--- src/clk_ctrl_map.svh ---
// register offsets, field positions, reset values and timing counts
`ifndef CLK_CTRL_MAP_SVH
`define CLK_CTRL_MAP_SVH
`define OFS_EXT_OSC_CTRL 4'h0
`define OFS_INT_OSC_CTRL 4'h1
`define OFS_LOOP_CTRL 4'h2
`define OFS_LOOP_PREDIV 4'h3
`define OFS_LOOP_MULT 4'h4
`define OFS_LOOP_FILTER 4'h5
`define OFS_IRQ_STATUS 4'h6
`define OFS_IRQ_MASK 4'h7
`define BIT_XTAL_VALID 7
`define BIT_LOOP_ENABLE 0
`define BIT_LOOP_SRC 2
`define BIT_LOOP_LOCK 5
`define RST_EXT_OSC 8'h00
`define RST_INT_OSC 8'h00
`define RST_LOOP_CTRL 8'h00
`define RST_PREDIV 8'h01
`define RST_MULT 8'h01
`define RST_FILTER 8'h00
`define XTAL_SETTLE_US 1000
`define LOCK_TIME_US 50
`define CLK_MHZ 100
`define XTAL_SETTLE_CYC (`XTAL_SETTLE_US * `CLK_MHZ)
`define LOCK_CYC (`LOCK_TIME_US * `CLK_MHZ)
`endif

--- src/clk_ctrl_pkg.sv ---
// types shared by the clock control block
package clk_ctrl_pkg;
   typedef enum logic [1:0] {lock_off, lock_wait, lock_done} lock_state_t;
   typedef logic [7:0] reg8_t;
endpackage : clk_ctrl_pkg

--- src/clk_ctrl.sv ---
// oscillator and multiplying-loop clock control with axi4-lite registers
// How it works
// RULE_01 - read-only crystal valid flag in crystal modes
// RULE_02 - source bit picks internal or external reference
// RULE_03 - internal reference divided by its divide field
// RULE_04 - software settles external oscillator before selecting
// RULE_05 - reference divided by pre-divider value
// RULE_06 - divided reference multiplied by multiplier value
// RULE_07 - output equals reference times multiplier over divider
// RULE_08 - software sets filter bits to divided reference
// RULE_09 - software sets range bits to output range
// RULE_10 - lock flag set once loop is stable
// RULE_11 - software keeps frequencies in designed ranges
// RULE_12 - lock cleared when disabled or reconfigured
// RULE_13 - control register fields access and reset
`include "clk_ctrl_map.svh"
module clk_ctrl #(
   parameter int unsigned XTAL_SETTLE = `XTAL_SETTLE_CYC,
   parameter int unsigned LOCK_WAIT = `LOCK_CYC
) (
   input wire logic aclk,
   input wire logic aresetn,
   input wire logic [5:0] s_axi_awaddr,
   input wire logic s_axi_awvalid,
   output logic s_axi_awready,
   input wire logic [31:0] s_axi_wdata,
   input wire logic [3:0] s_axi_wstrb,
   input wire logic s_axi_wvalid,
   output logic s_axi_wready,
   output logic [1:0] s_axi_bresp,
   output logic s_axi_bvalid,
   input wire logic s_axi_bready,
   input wire logic [5:0] s_axi_araddr,
   input wire logic s_axi_arvalid,
   output logic s_axi_arready,
   output logic [31:0] s_axi_rdata,
   output logic [1:0] s_axi_rresp,
   output logic s_axi_rvalid,
   input wire logic s_axi_rready,
   input wire logic xtal_running,
   output logic loop_enable,
   output logic loop_ref_source_bit,
   output logic [1:0] int_osc_divide_field,
   output logic [4:0] ref_predivider_value,
   output logic [7:0] loop_multiplier_value,
   output logic [3:0] loop_filter_field,
   output logic [1:0] osc_range_field,
   output logic [2:0] ext_osc_mode_field,
   output logic [2:0] ext_osc_drive_field,
   output logic [4:0] ref_div_total,
   output logic irq
);
   import clk_ctrl_pkg::*;

   reg8_t ext_osc_q, int_osc_q, loop_ctrl_q, prediv_q, mult_q, filt_q;
   logic [2:0] irq_stat_q, irq_mask_q, irq_stat_d;
   lock_state_t lock_q, lock_d;
   logic xtal_s1_q, xtal_s2_q;
   logic aw_got_q, w_got_q;
   logic [5:0] aw_addr_q;
   logic [31:0] w_data_q;
   logic [3:0] w_strb_q;
   logic xtal_ok, lock_timer_done, crystal_valid_flag, loop_lock_flag;
   logic lock_prev_q, valid_prev_q;
   logic [4:0] div_total_d;

   // two flops since the oscillator status comes from analog
   always_ff @(posedge aclk) begin
      if (!aresetn) begin
         xtal_s1_q <= 1'b0;
         xtal_s2_q <= 1'b0;
      end else begin
         xtal_s1_q <= xtal_running;
         xtal_s2_q <= xtal_s1_q;
      end
   end

   wire crystal_mode = ext_osc_q[6:5] == 2'b11;
   wire xtal_run = crystal_mode && xtal_s2_q;
   settle_timer #(.COUNT(XTAL_SETTLE)) u_xtal_timer (
      .aclk(aclk), .aresetn(aresetn), .run(xtal_run), .restart(1'b0), .done(xtal_ok)
   );
   assign crystal_valid_flag = xtal_ok; // see RULE_01

   // write channel: address and data taken in either order
   wire wr_go = aw_got_q && w_got_q && !s_axi_bvalid;
   wire [3:0] wr_idx = aw_addr_q[5:2];
   wire [3:0] rd_idx = s_axi_araddr[5:2];
   wire wr_hit = wr_go && w_strb_q[0];
   wire wr_ext = wr_hit && wr_idx == `OFS_EXT_OSC_CTRL;
   wire wr_int = wr_hit && wr_idx == `OFS_INT_OSC_CTRL;
   wire wr_ctl = wr_hit && wr_idx == `OFS_LOOP_CTRL;
   wire wr_div = wr_hit && wr_idx == `OFS_LOOP_PREDIV;
   wire wr_mul = wr_hit && wr_idx == `OFS_LOOP_MULT;
   wire wr_flt = wr_hit && wr_idx == `OFS_LOOP_FILTER;
   wire wr_sts = wr_hit && wr_idx == `OFS_IRQ_STATUS;
   wire wr_msk = wr_hit && wr_idx == `OFS_IRQ_MASK;
   wire wr_bad = wr_idx > `OFS_IRQ_MASK;
   wire rd_bad = rd_idx > `OFS_IRQ_MASK;

   // any change of source, pre-divider, multiplier or enable, or of the internal divide while the internal source is selected, restarts lock
   wire [7:0] wd = w_data_q[7:0];
   wire cfg_change = (wr_ctl && (wd[`BIT_LOOP_SRC] != loop_ctrl_q[`BIT_LOOP_SRC]
                      || wd[`BIT_LOOP_ENABLE] != loop_ctrl_q[`BIT_LOOP_ENABLE]))
                     || (wr_div && wd != prediv_q) || (wr_mul && wd != mult_q)
                     || (wr_int && wd[1:0] != int_osc_q[1:0] && !loop_ctrl_q[`BIT_LOOP_SRC]);
   wire loop_on = loop_ctrl_q[`BIT_LOOP_ENABLE];
   settle_timer #(.COUNT(LOCK_WAIT)) u_lock_timer (
      .aclk(aclk), .aresetn(aresetn), .run(lock_q == lock_wait), .restart(cfg_change),
      .done(lock_timer_done)
   );

   always_comb begin
      lock_d = lock_q;
      unique case (lock_q)
         lock_off: if (loop_on) lock_d = lock_wait;
         lock_wait: if (lock_timer_done && !cfg_change) lock_d = lock_done; // see RULE_10
         lock_done: if (cfg_change) lock_d = lock_wait;
      endcase
      if (!loop_on) lock_d = lock_off; // see RULE_12
   end
   assign loop_lock_flag = lock_q == lock_done;

   // events: lock gained, lock lost, crystal became valid; set beats clear
   wire [2:0] evt = {crystal_valid_flag && !valid_prev_q, !loop_lock_flag && lock_prev_q,
                     loop_lock_flag && !lock_prev_q};
   assign irq_stat_d = (irq_stat_q & ~(wr_sts ? wd[2:0] : 3'h0)) | evt;

   // reference divide: internal source multiplies the predivider by 2^int_osc_divide_field
   wire [4:0] pre = (prediv_q[4:0] == 5'h0) ? 5'h1 : prediv_q[4:0];
   assign div_total_d = loop_ctrl_q[`BIT_LOOP_SRC] ? pre : 5'(pre << int_osc_q[1:0]); // see RULE_02 see RULE_03 see RULE_05

   always_ff @(posedge aclk) begin
      if (!aresetn) begin
         ext_osc_q <= `RST_EXT_OSC;
         int_osc_q <= `RST_INT_OSC;
         loop_ctrl_q <= `RST_LOOP_CTRL;
         prediv_q <= `RST_PREDIV;
         mult_q <= `RST_MULT;
         filt_q <= `RST_FILTER;
         irq_stat_q <= 3'h0;
         irq_mask_q <= 3'h0;
         lock_q <= lock_off;
         lock_prev_q <= 1'b0;
         valid_prev_q <= 1'b0;
      end else begin
         if (wr_ext) ext_osc_q <= {1'b0, wd[6:4], 1'b0, wd[2:0]}; // see RULE_13
         if (wr_int) int_osc_q <= {6'h0, wd[1:0]};
         if (wr_ctl) loop_ctrl_q <= {5'h0, wd[`BIT_LOOP_SRC], 1'b0, wd[`BIT_LOOP_ENABLE]};
         if (wr_div) prediv_q <= {3'h0, wd[4:0]};
         if (wr_mul) mult_q <= wd; // see RULE_06 see RULE_07
         if (wr_flt) filt_q <= {2'h0, wd[5:0]};
         if (wr_msk) irq_mask_q <= wd[2:0];
         irq_stat_q <= irq_stat_d;
         lock_q <= lock_d;
         lock_prev_q <= loop_lock_flag;
         valid_prev_q <= crystal_valid_flag;
      end
   end

   // outputs registered one stage after the register file
   always_ff @(posedge aclk) begin
      if (!aresetn) begin
         loop_enable <= 1'b0;
         loop_ref_source_bit <= 1'b0;
         int_osc_divide_field <= 2'h0;
         ref_predivider_value <= 5'h0;
         loop_multiplier_value <= 8'h0;
         loop_filter_field <= 4'h0;
         osc_range_field <= 2'h0;
         ext_osc_mode_field <= 3'h0;
         ext_osc_drive_field <= 3'h0;
         ref_div_total <= 5'h1;
         irq <= 1'b0;
      end else begin
         loop_enable <= loop_on;
         loop_ref_source_bit <= loop_ctrl_q[`BIT_LOOP_SRC];
         int_osc_divide_field <= int_osc_q[1:0];
         ref_predivider_value <= prediv_q[4:0];
         loop_multiplier_value <= mult_q;
         loop_filter_field <= filt_q[3:0];
         osc_range_field <= filt_q[5:4];
         ext_osc_mode_field <= ext_osc_q[6:4];
         ext_osc_drive_field <= ext_osc_q[2:0];
         ref_div_total <= div_total_d;
         irq <= |(irq_stat_q & irq_mask_q);
      end
   end

   // read mux
   reg8_t rd_val;
   always_comb begin
      rd_val = 8'h00;
      unique case (rd_idx)
         `OFS_EXT_OSC_CTRL: rd_val = {crystal_valid_flag, ext_osc_q[6:4], 1'b0, ext_osc_q[2:0]};
         `OFS_INT_OSC_CTRL: rd_val = int_osc_q;
         `OFS_LOOP_CTRL: rd_val = {2'b00, loop_lock_flag, 2'b00, loop_ctrl_q[2:0]};
         `OFS_LOOP_PREDIV: rd_val = prediv_q;
         `OFS_LOOP_MULT: rd_val = mult_q;
         `OFS_LOOP_FILTER: rd_val = filt_q;
         `OFS_IRQ_STATUS: rd_val = {5'h0, irq_stat_q};
         `OFS_IRQ_MASK: rd_val = {5'h0, irq_mask_q};
         default: rd_val = 8'h00;
      endcase
   end

   // axi handshakes; one write and one read outstanding
   always_ff @(posedge aclk) begin
      if (!aresetn) begin
         aw_got_q <= 1'b0;
         w_got_q <= 1'b0;
         aw_addr_q <= 6'h0;
         w_data_q <= 32'h0;
         w_strb_q <= 4'h0;
         s_axi_awready <= 1'b0;
         s_axi_wready <= 1'b0;
         s_axi_bvalid <= 1'b0;
         s_axi_bresp <= 2'b00;
         s_axi_arready <= 1'b0;
         s_axi_rvalid <= 1'b0;
         s_axi_rdata <= 32'h0;
         s_axi_rresp <= 2'b00;
      end else begin
         s_axi_awready <= !aw_got_q && !s_axi_awready && s_axi_awvalid;
         s_axi_wready <= !w_got_q && !s_axi_wready && s_axi_wvalid;
         if (s_axi_awvalid && s_axi_awready) begin
            aw_got_q <= 1'b1;
            aw_addr_q <= s_axi_awaddr;
         end
         if (s_axi_wvalid && s_axi_wready) begin
            w_got_q <= 1'b1;
            w_data_q <= s_axi_wdata;
            w_strb_q <= s_axi_wstrb;
         end
         if (wr_go) begin
            aw_got_q <= 1'b0;
            w_got_q <= 1'b0;
            s_axi_bvalid <= 1'b1;
            s_axi_bresp <= wr_bad ? 2'b10 : 2'b00;
         end else if (s_axi_bready) begin
            s_axi_bvalid <= 1'b0;
         end
         s_axi_arready <= !s_axi_arready && !s_axi_rvalid && s_axi_arvalid;
         if (s_axi_arvalid && s_axi_arready) begin
            s_axi_rvalid <= 1'b1;
            s_axi_rdata <= {24'h0, rd_val};
            s_axi_rresp <= rd_bad ? 2'b10 : 2'b00;
         end else if (s_axi_rready) begin
            s_axi_rvalid <= 1'b0;
         end
      end
   end
endmodule : clk_ctrl

--- src/settle_timer.sv ---
// restartable settle counter that raises done after a programmed count
module settle_timer #(
   parameter int unsigned COUNT = 16
) (
   input wire logic aclk,
   input wire logic aresetn,
   input wire logic run,
   input wire logic restart,
   output logic done
);
   logic [31:0] cnt_q;
   logic [31:0] cnt_d;
   logic done_d;
   assign cnt_d = (!run || restart) ? 32'h0 : (done ? cnt_q : cnt_q + 32'h1);
   assign done_d = run && !restart && (cnt_q >= COUNT - 1);
   always_ff @(posedge aclk) begin
      if (!aresetn) begin
         cnt_q <= 32'h0;
         done <= 1'b0;
      end else begin
         cnt_q <= cnt_d;
         done <= done_d;
      end
   end
endmodule : settle_timer

--- config.mk ---
export PLATFORM = sky130hd
export DESIGN_NAME = clk_ctrl
export DESIGN_NICKNAME = d
export VERILOG_FILES = /design/src/clk_ctrl_pkg.sv /design/src/clk_ctrl.sv /design/src/settle_timer.sv
export VERILOG_INCLUDE_DIRS = /design/src
export SDC_FILE = /design/constraint.sdc
export NUM_CORES = 1
export LEC_CHECK = 0
export BUFFER_PORTS_ARGS = -buffer_cell sky130_fd_sc_hd__buf_2
export CORE_ASPECT_RATIO = 1.75
export CORE_MARGIN = 5
export CORE_UTILIZATION = 61
export CTS_CLUSTER_DIAMETER = 40
export CTS_CLUSTER_SIZE = 25
export DETAILED_ROUTE_END_ITERATION = 8
export GPL_ROUTABILITY_DRIVEN = 0
export PLACE_DENSITY = 0.89
export SYNTH_ARGS = -nofsm -noshare
export SYNTH_HDL_FRONTEND = slang
export SYNTH_HIERARCHICAL = 1
export SYNTH_SLANG_ARGS = --single-unit
--- constraint.sdc ---
create_clock -name aclk -period 2.95 [get_ports aclk]
set_input_delay 0 -clock aclk [delete_from_list [all_inputs] [get_ports aclk]]
set_output_delay 0 -clock aclk [all_outputs]
set_load 0.05 [all_outputs]
==> run_results.csv <==
group,metric,value,unit
worst_setup_path,end_kind,"flip-flop",
synth,synth.distinct_cells,77,
worst_setup_path,criticalPathCategory,"flip-flop to flip-flop",
die,dieWidth,96.3,um
timing,slew_headroom,0.425,
cells_and_area,multi_input_area,0.00412,mm^2
power,power,4650,uW
synth,synth-seq-area-share,0.433,
outcome,status,"complete, no violations",
cts,cts_max_level,4,
power,p_per_area,513,mW/mm^2
drt,drtIter0Drc,333,
cells_and_area,fill_cells,981,
grt,grt_pass1_wl,31800,um
synth,ys.warnings.count,6,
timing,fin_crit_sh,0.786,
die,ioPinCount,132,
drt,firstDrtPassIters,7,
synth,synth-async-reset-ratio,0,
cts,clk_pin_slew_worst_paths,0.07,ns
cts,cts-root-buf,"clkbuf_16",
cells_and_area,final_common_cell,"dfxtp_1",
synth,synth-edff-count,0,
power,combPwrFrac,0.052,
power,p_switching,1150,uW
cts,postCtsSetupRepairBufs,0,
power,vdd_drop_max,0.411,mV
cells_and_area,syn_to_final_growth,14.0,%
synth,postSynthCellCount,888,
cts,numCtsBuffers,17,
synth,syn-mean-instance-area,8.95,um^2
drt,via_per_inst,5.94,
power,switching_share,0.247,
cells_and_area,design_area,0.00906,mm^2
grt,grt_pass1_vias,6650,
drt,drtAntennaViolNets,0,
placed_design,dpl.hpwl,13400,um
cells_and_area,nNetsFinal,1028,
timing,rsz0062_at_grt,"false",
min_path,hp-class,"primary input to flip-flop",
timing,setup_tns,0,ns
grt,track_usage,0.258,
cells_and_area,final_util,0.704,
cells_and_area,drive_above_1_share,0.146,
die,core_area,0.0129,mm^2
cts,insertion_delay,0.43,ns
timing,tightest_slew,0.860,ns
cts,cts_tree,"yes",
placed_design,io_buffers,74,
timing,fmax,431,MHz
synth,synth-seq-cells,172,
worst_setup_path,worstPathArrival,2.68,ns
drt,drc_errors,0,
timing,slew_viol_final,0,
timing,clock_skew,0.00901,ns
grt,grt_max_degree,71,
drt,wl,19400,um
grt,grt.overflow.total,0,
cells_and_area,seq_area,0.00344,mm^2
job,maxCapViolations,0,
cts,post_cts_resize_count,0,
worst_setup_path,crit_fanout,33,
timing,hold_violations,0,
cts,clock_path_buffers,2,
drt,vias,6851,
synth,synth.cell_area,0.00795,mm^2
die,row_count,55,
power,seqPwrFrac,0.506,
cells_and_area,layout_common_cells,"dfxtp_1, nand2_1, buf_2",
power,p_int,3500,uW
die,start_util,0.618,
grt,antenna_found_initial,0,
timing,finalCriticalPeriod,2.32,ns
cells_and_area,antenna_cells,0,
cts,numClockSinks,172,
timing,finalSetupViolCount,0,
synth,synth_ff_type,"dfxtp_1",
die,dieArea,0.0155,mm^2
power,p_leak,0.00350,uW
power,pwr-share-clk,0.442,
drt,post_drt_wl_per_cell,16.8,um
die,die_y,161,um
cts,ctsHoldBuffers,26,
worst_setup_path,critPathLaunchType,"flip-flop",
worst_setup_path,crit_required,3.31,ns
placed_design,placed_area,0.00826,mm^2
area by class of cell:
cell class | count | area share
flip-flops and latches | 172 | 0.380
multi-input cells | 657 | 0.454
clock buffers | 18 | 0.0474
well taps | 171 | 0.0236
repair buffers | 110 | 0.0779
clock inverters | 14 | 0.0120
inverters | 12 | 0.00497
per-stage QoR:
step	instances	hold WS [ns]	setup slack, ns
2_1_floorplan	915	0.118	0.673
3_3_place_gp	1096	0.239	0.753
3_5_place_dp	1096	0.236	0.665
4_1_cts	1154	0.0778	0.645
5_1_grt	1154	0.161	0.494
6_report	1154	0.0964	0.630
power by group through the flow:
stage	logic, uW	registers (uW)	clock network [uW]
3_5_place_dp	211	2410	0
6_report	241	2350	2050
3_3_place_gp	209	2410	0
4_1_cts	237	2350	2080
5_1_grt	257	2350	2180
2_1_floorplan	181	2420	0
kinds of logic (layout without fill, tap and decap cells):
| family | Yosys count | count (layout) | synth area share |
|---|---|---|---|
| other | 1 | 28 | 0.000472 |
| muxes | 21 | 21 | 0.0280 |
| DFF | 172 | 172 | 0.433 |
| adders and majority gates | 2 | 2 | 0.00315 |
| and+or+nand+nor | 401 | 401 | 0.292 |
| xor gates and xnor gates | 42 | 42 | 0.0463 |
| AOI/OAI and AO/OA | 163 | 163 | 0.135 |
| buffers and inverters | 86 | 154 | 0.0617 |
synth_stat cells, drive strengths merged, types with 15 or more instances:
cell type	instances	area, um^2
buf	46	329
nand2	93	349
o21ai	23	115
or4	25	191
nor4	22	150
dfxtp	172	3440
o31ai	21	158
and2	38	239
nor2b	21	131
a21oi	47	239
nor2	44	165
nand3	47	240
a21boi	43	327
nor3	15	75.1
nand4	23	195
xnor2	15	131
mux2i	20	200
clkbuf	28	116
or3	15	95.1
xor2	27	236
nand2b	15	93.8
flip-flops by register name, summed over array words and instances, names as in the netlist, 6 cells and up:
register,flops
loop_multiplier_value,8
s_axi_rdata,8
filt_q,6
mult_q,8
u_lock_timer/cnt_q,32
w_data_q,8
ext_osc_q,6
u_xtal_timer/cnt_q,32
routing by layer:
layer	part of all wire	vias to the layer above	track usage	wire, um
li1	-	3270	-	-
met1	0.36	3253	0.266	6890
met2	0.54	246	0.464	10400
met3	0.050	82	0.0541	963
met4	0.057	0	0.146	1100
met5	0	-	0	0
critical path, stage by stage (launching register included):
cell	delay [ns]
dfxtp_1	0.60
xor2_1	0.13
nor4_1	0.37
a21oi_1	0.15
or3_1	0.39
nand3b_2	0.20
buf_4	0.25
nor2_1	0.16
final timing paths:
check / end / cells past startpoint / slack, ns / start
worst min register to register: s_axi_rdata[2]$_SDFFE_PN0P_ / 2 / 0.46 / s_axi_rdata[2]$_SDFFE_PN0P_
worst max register to register: u_lock_timer/cnt_q[0]$_SDFFE_PP0N_ / 7 / 0.63 / w_data_q[1]$_SDFFE_PN0P_
worst max-delay path: u_lock_timer/cnt_q[0]$_SDFFE_PP0N_ / 7 / 0.63 / w_data_q[1]$_SDFFE_PN0P_
worst min-delay path: s_axi_rdata[2]$_SDFFE_PN0P_ / 3 / 0.1 / s_axi_araddr[4]
Note: power is estimated with default switching activity, not from simulation.
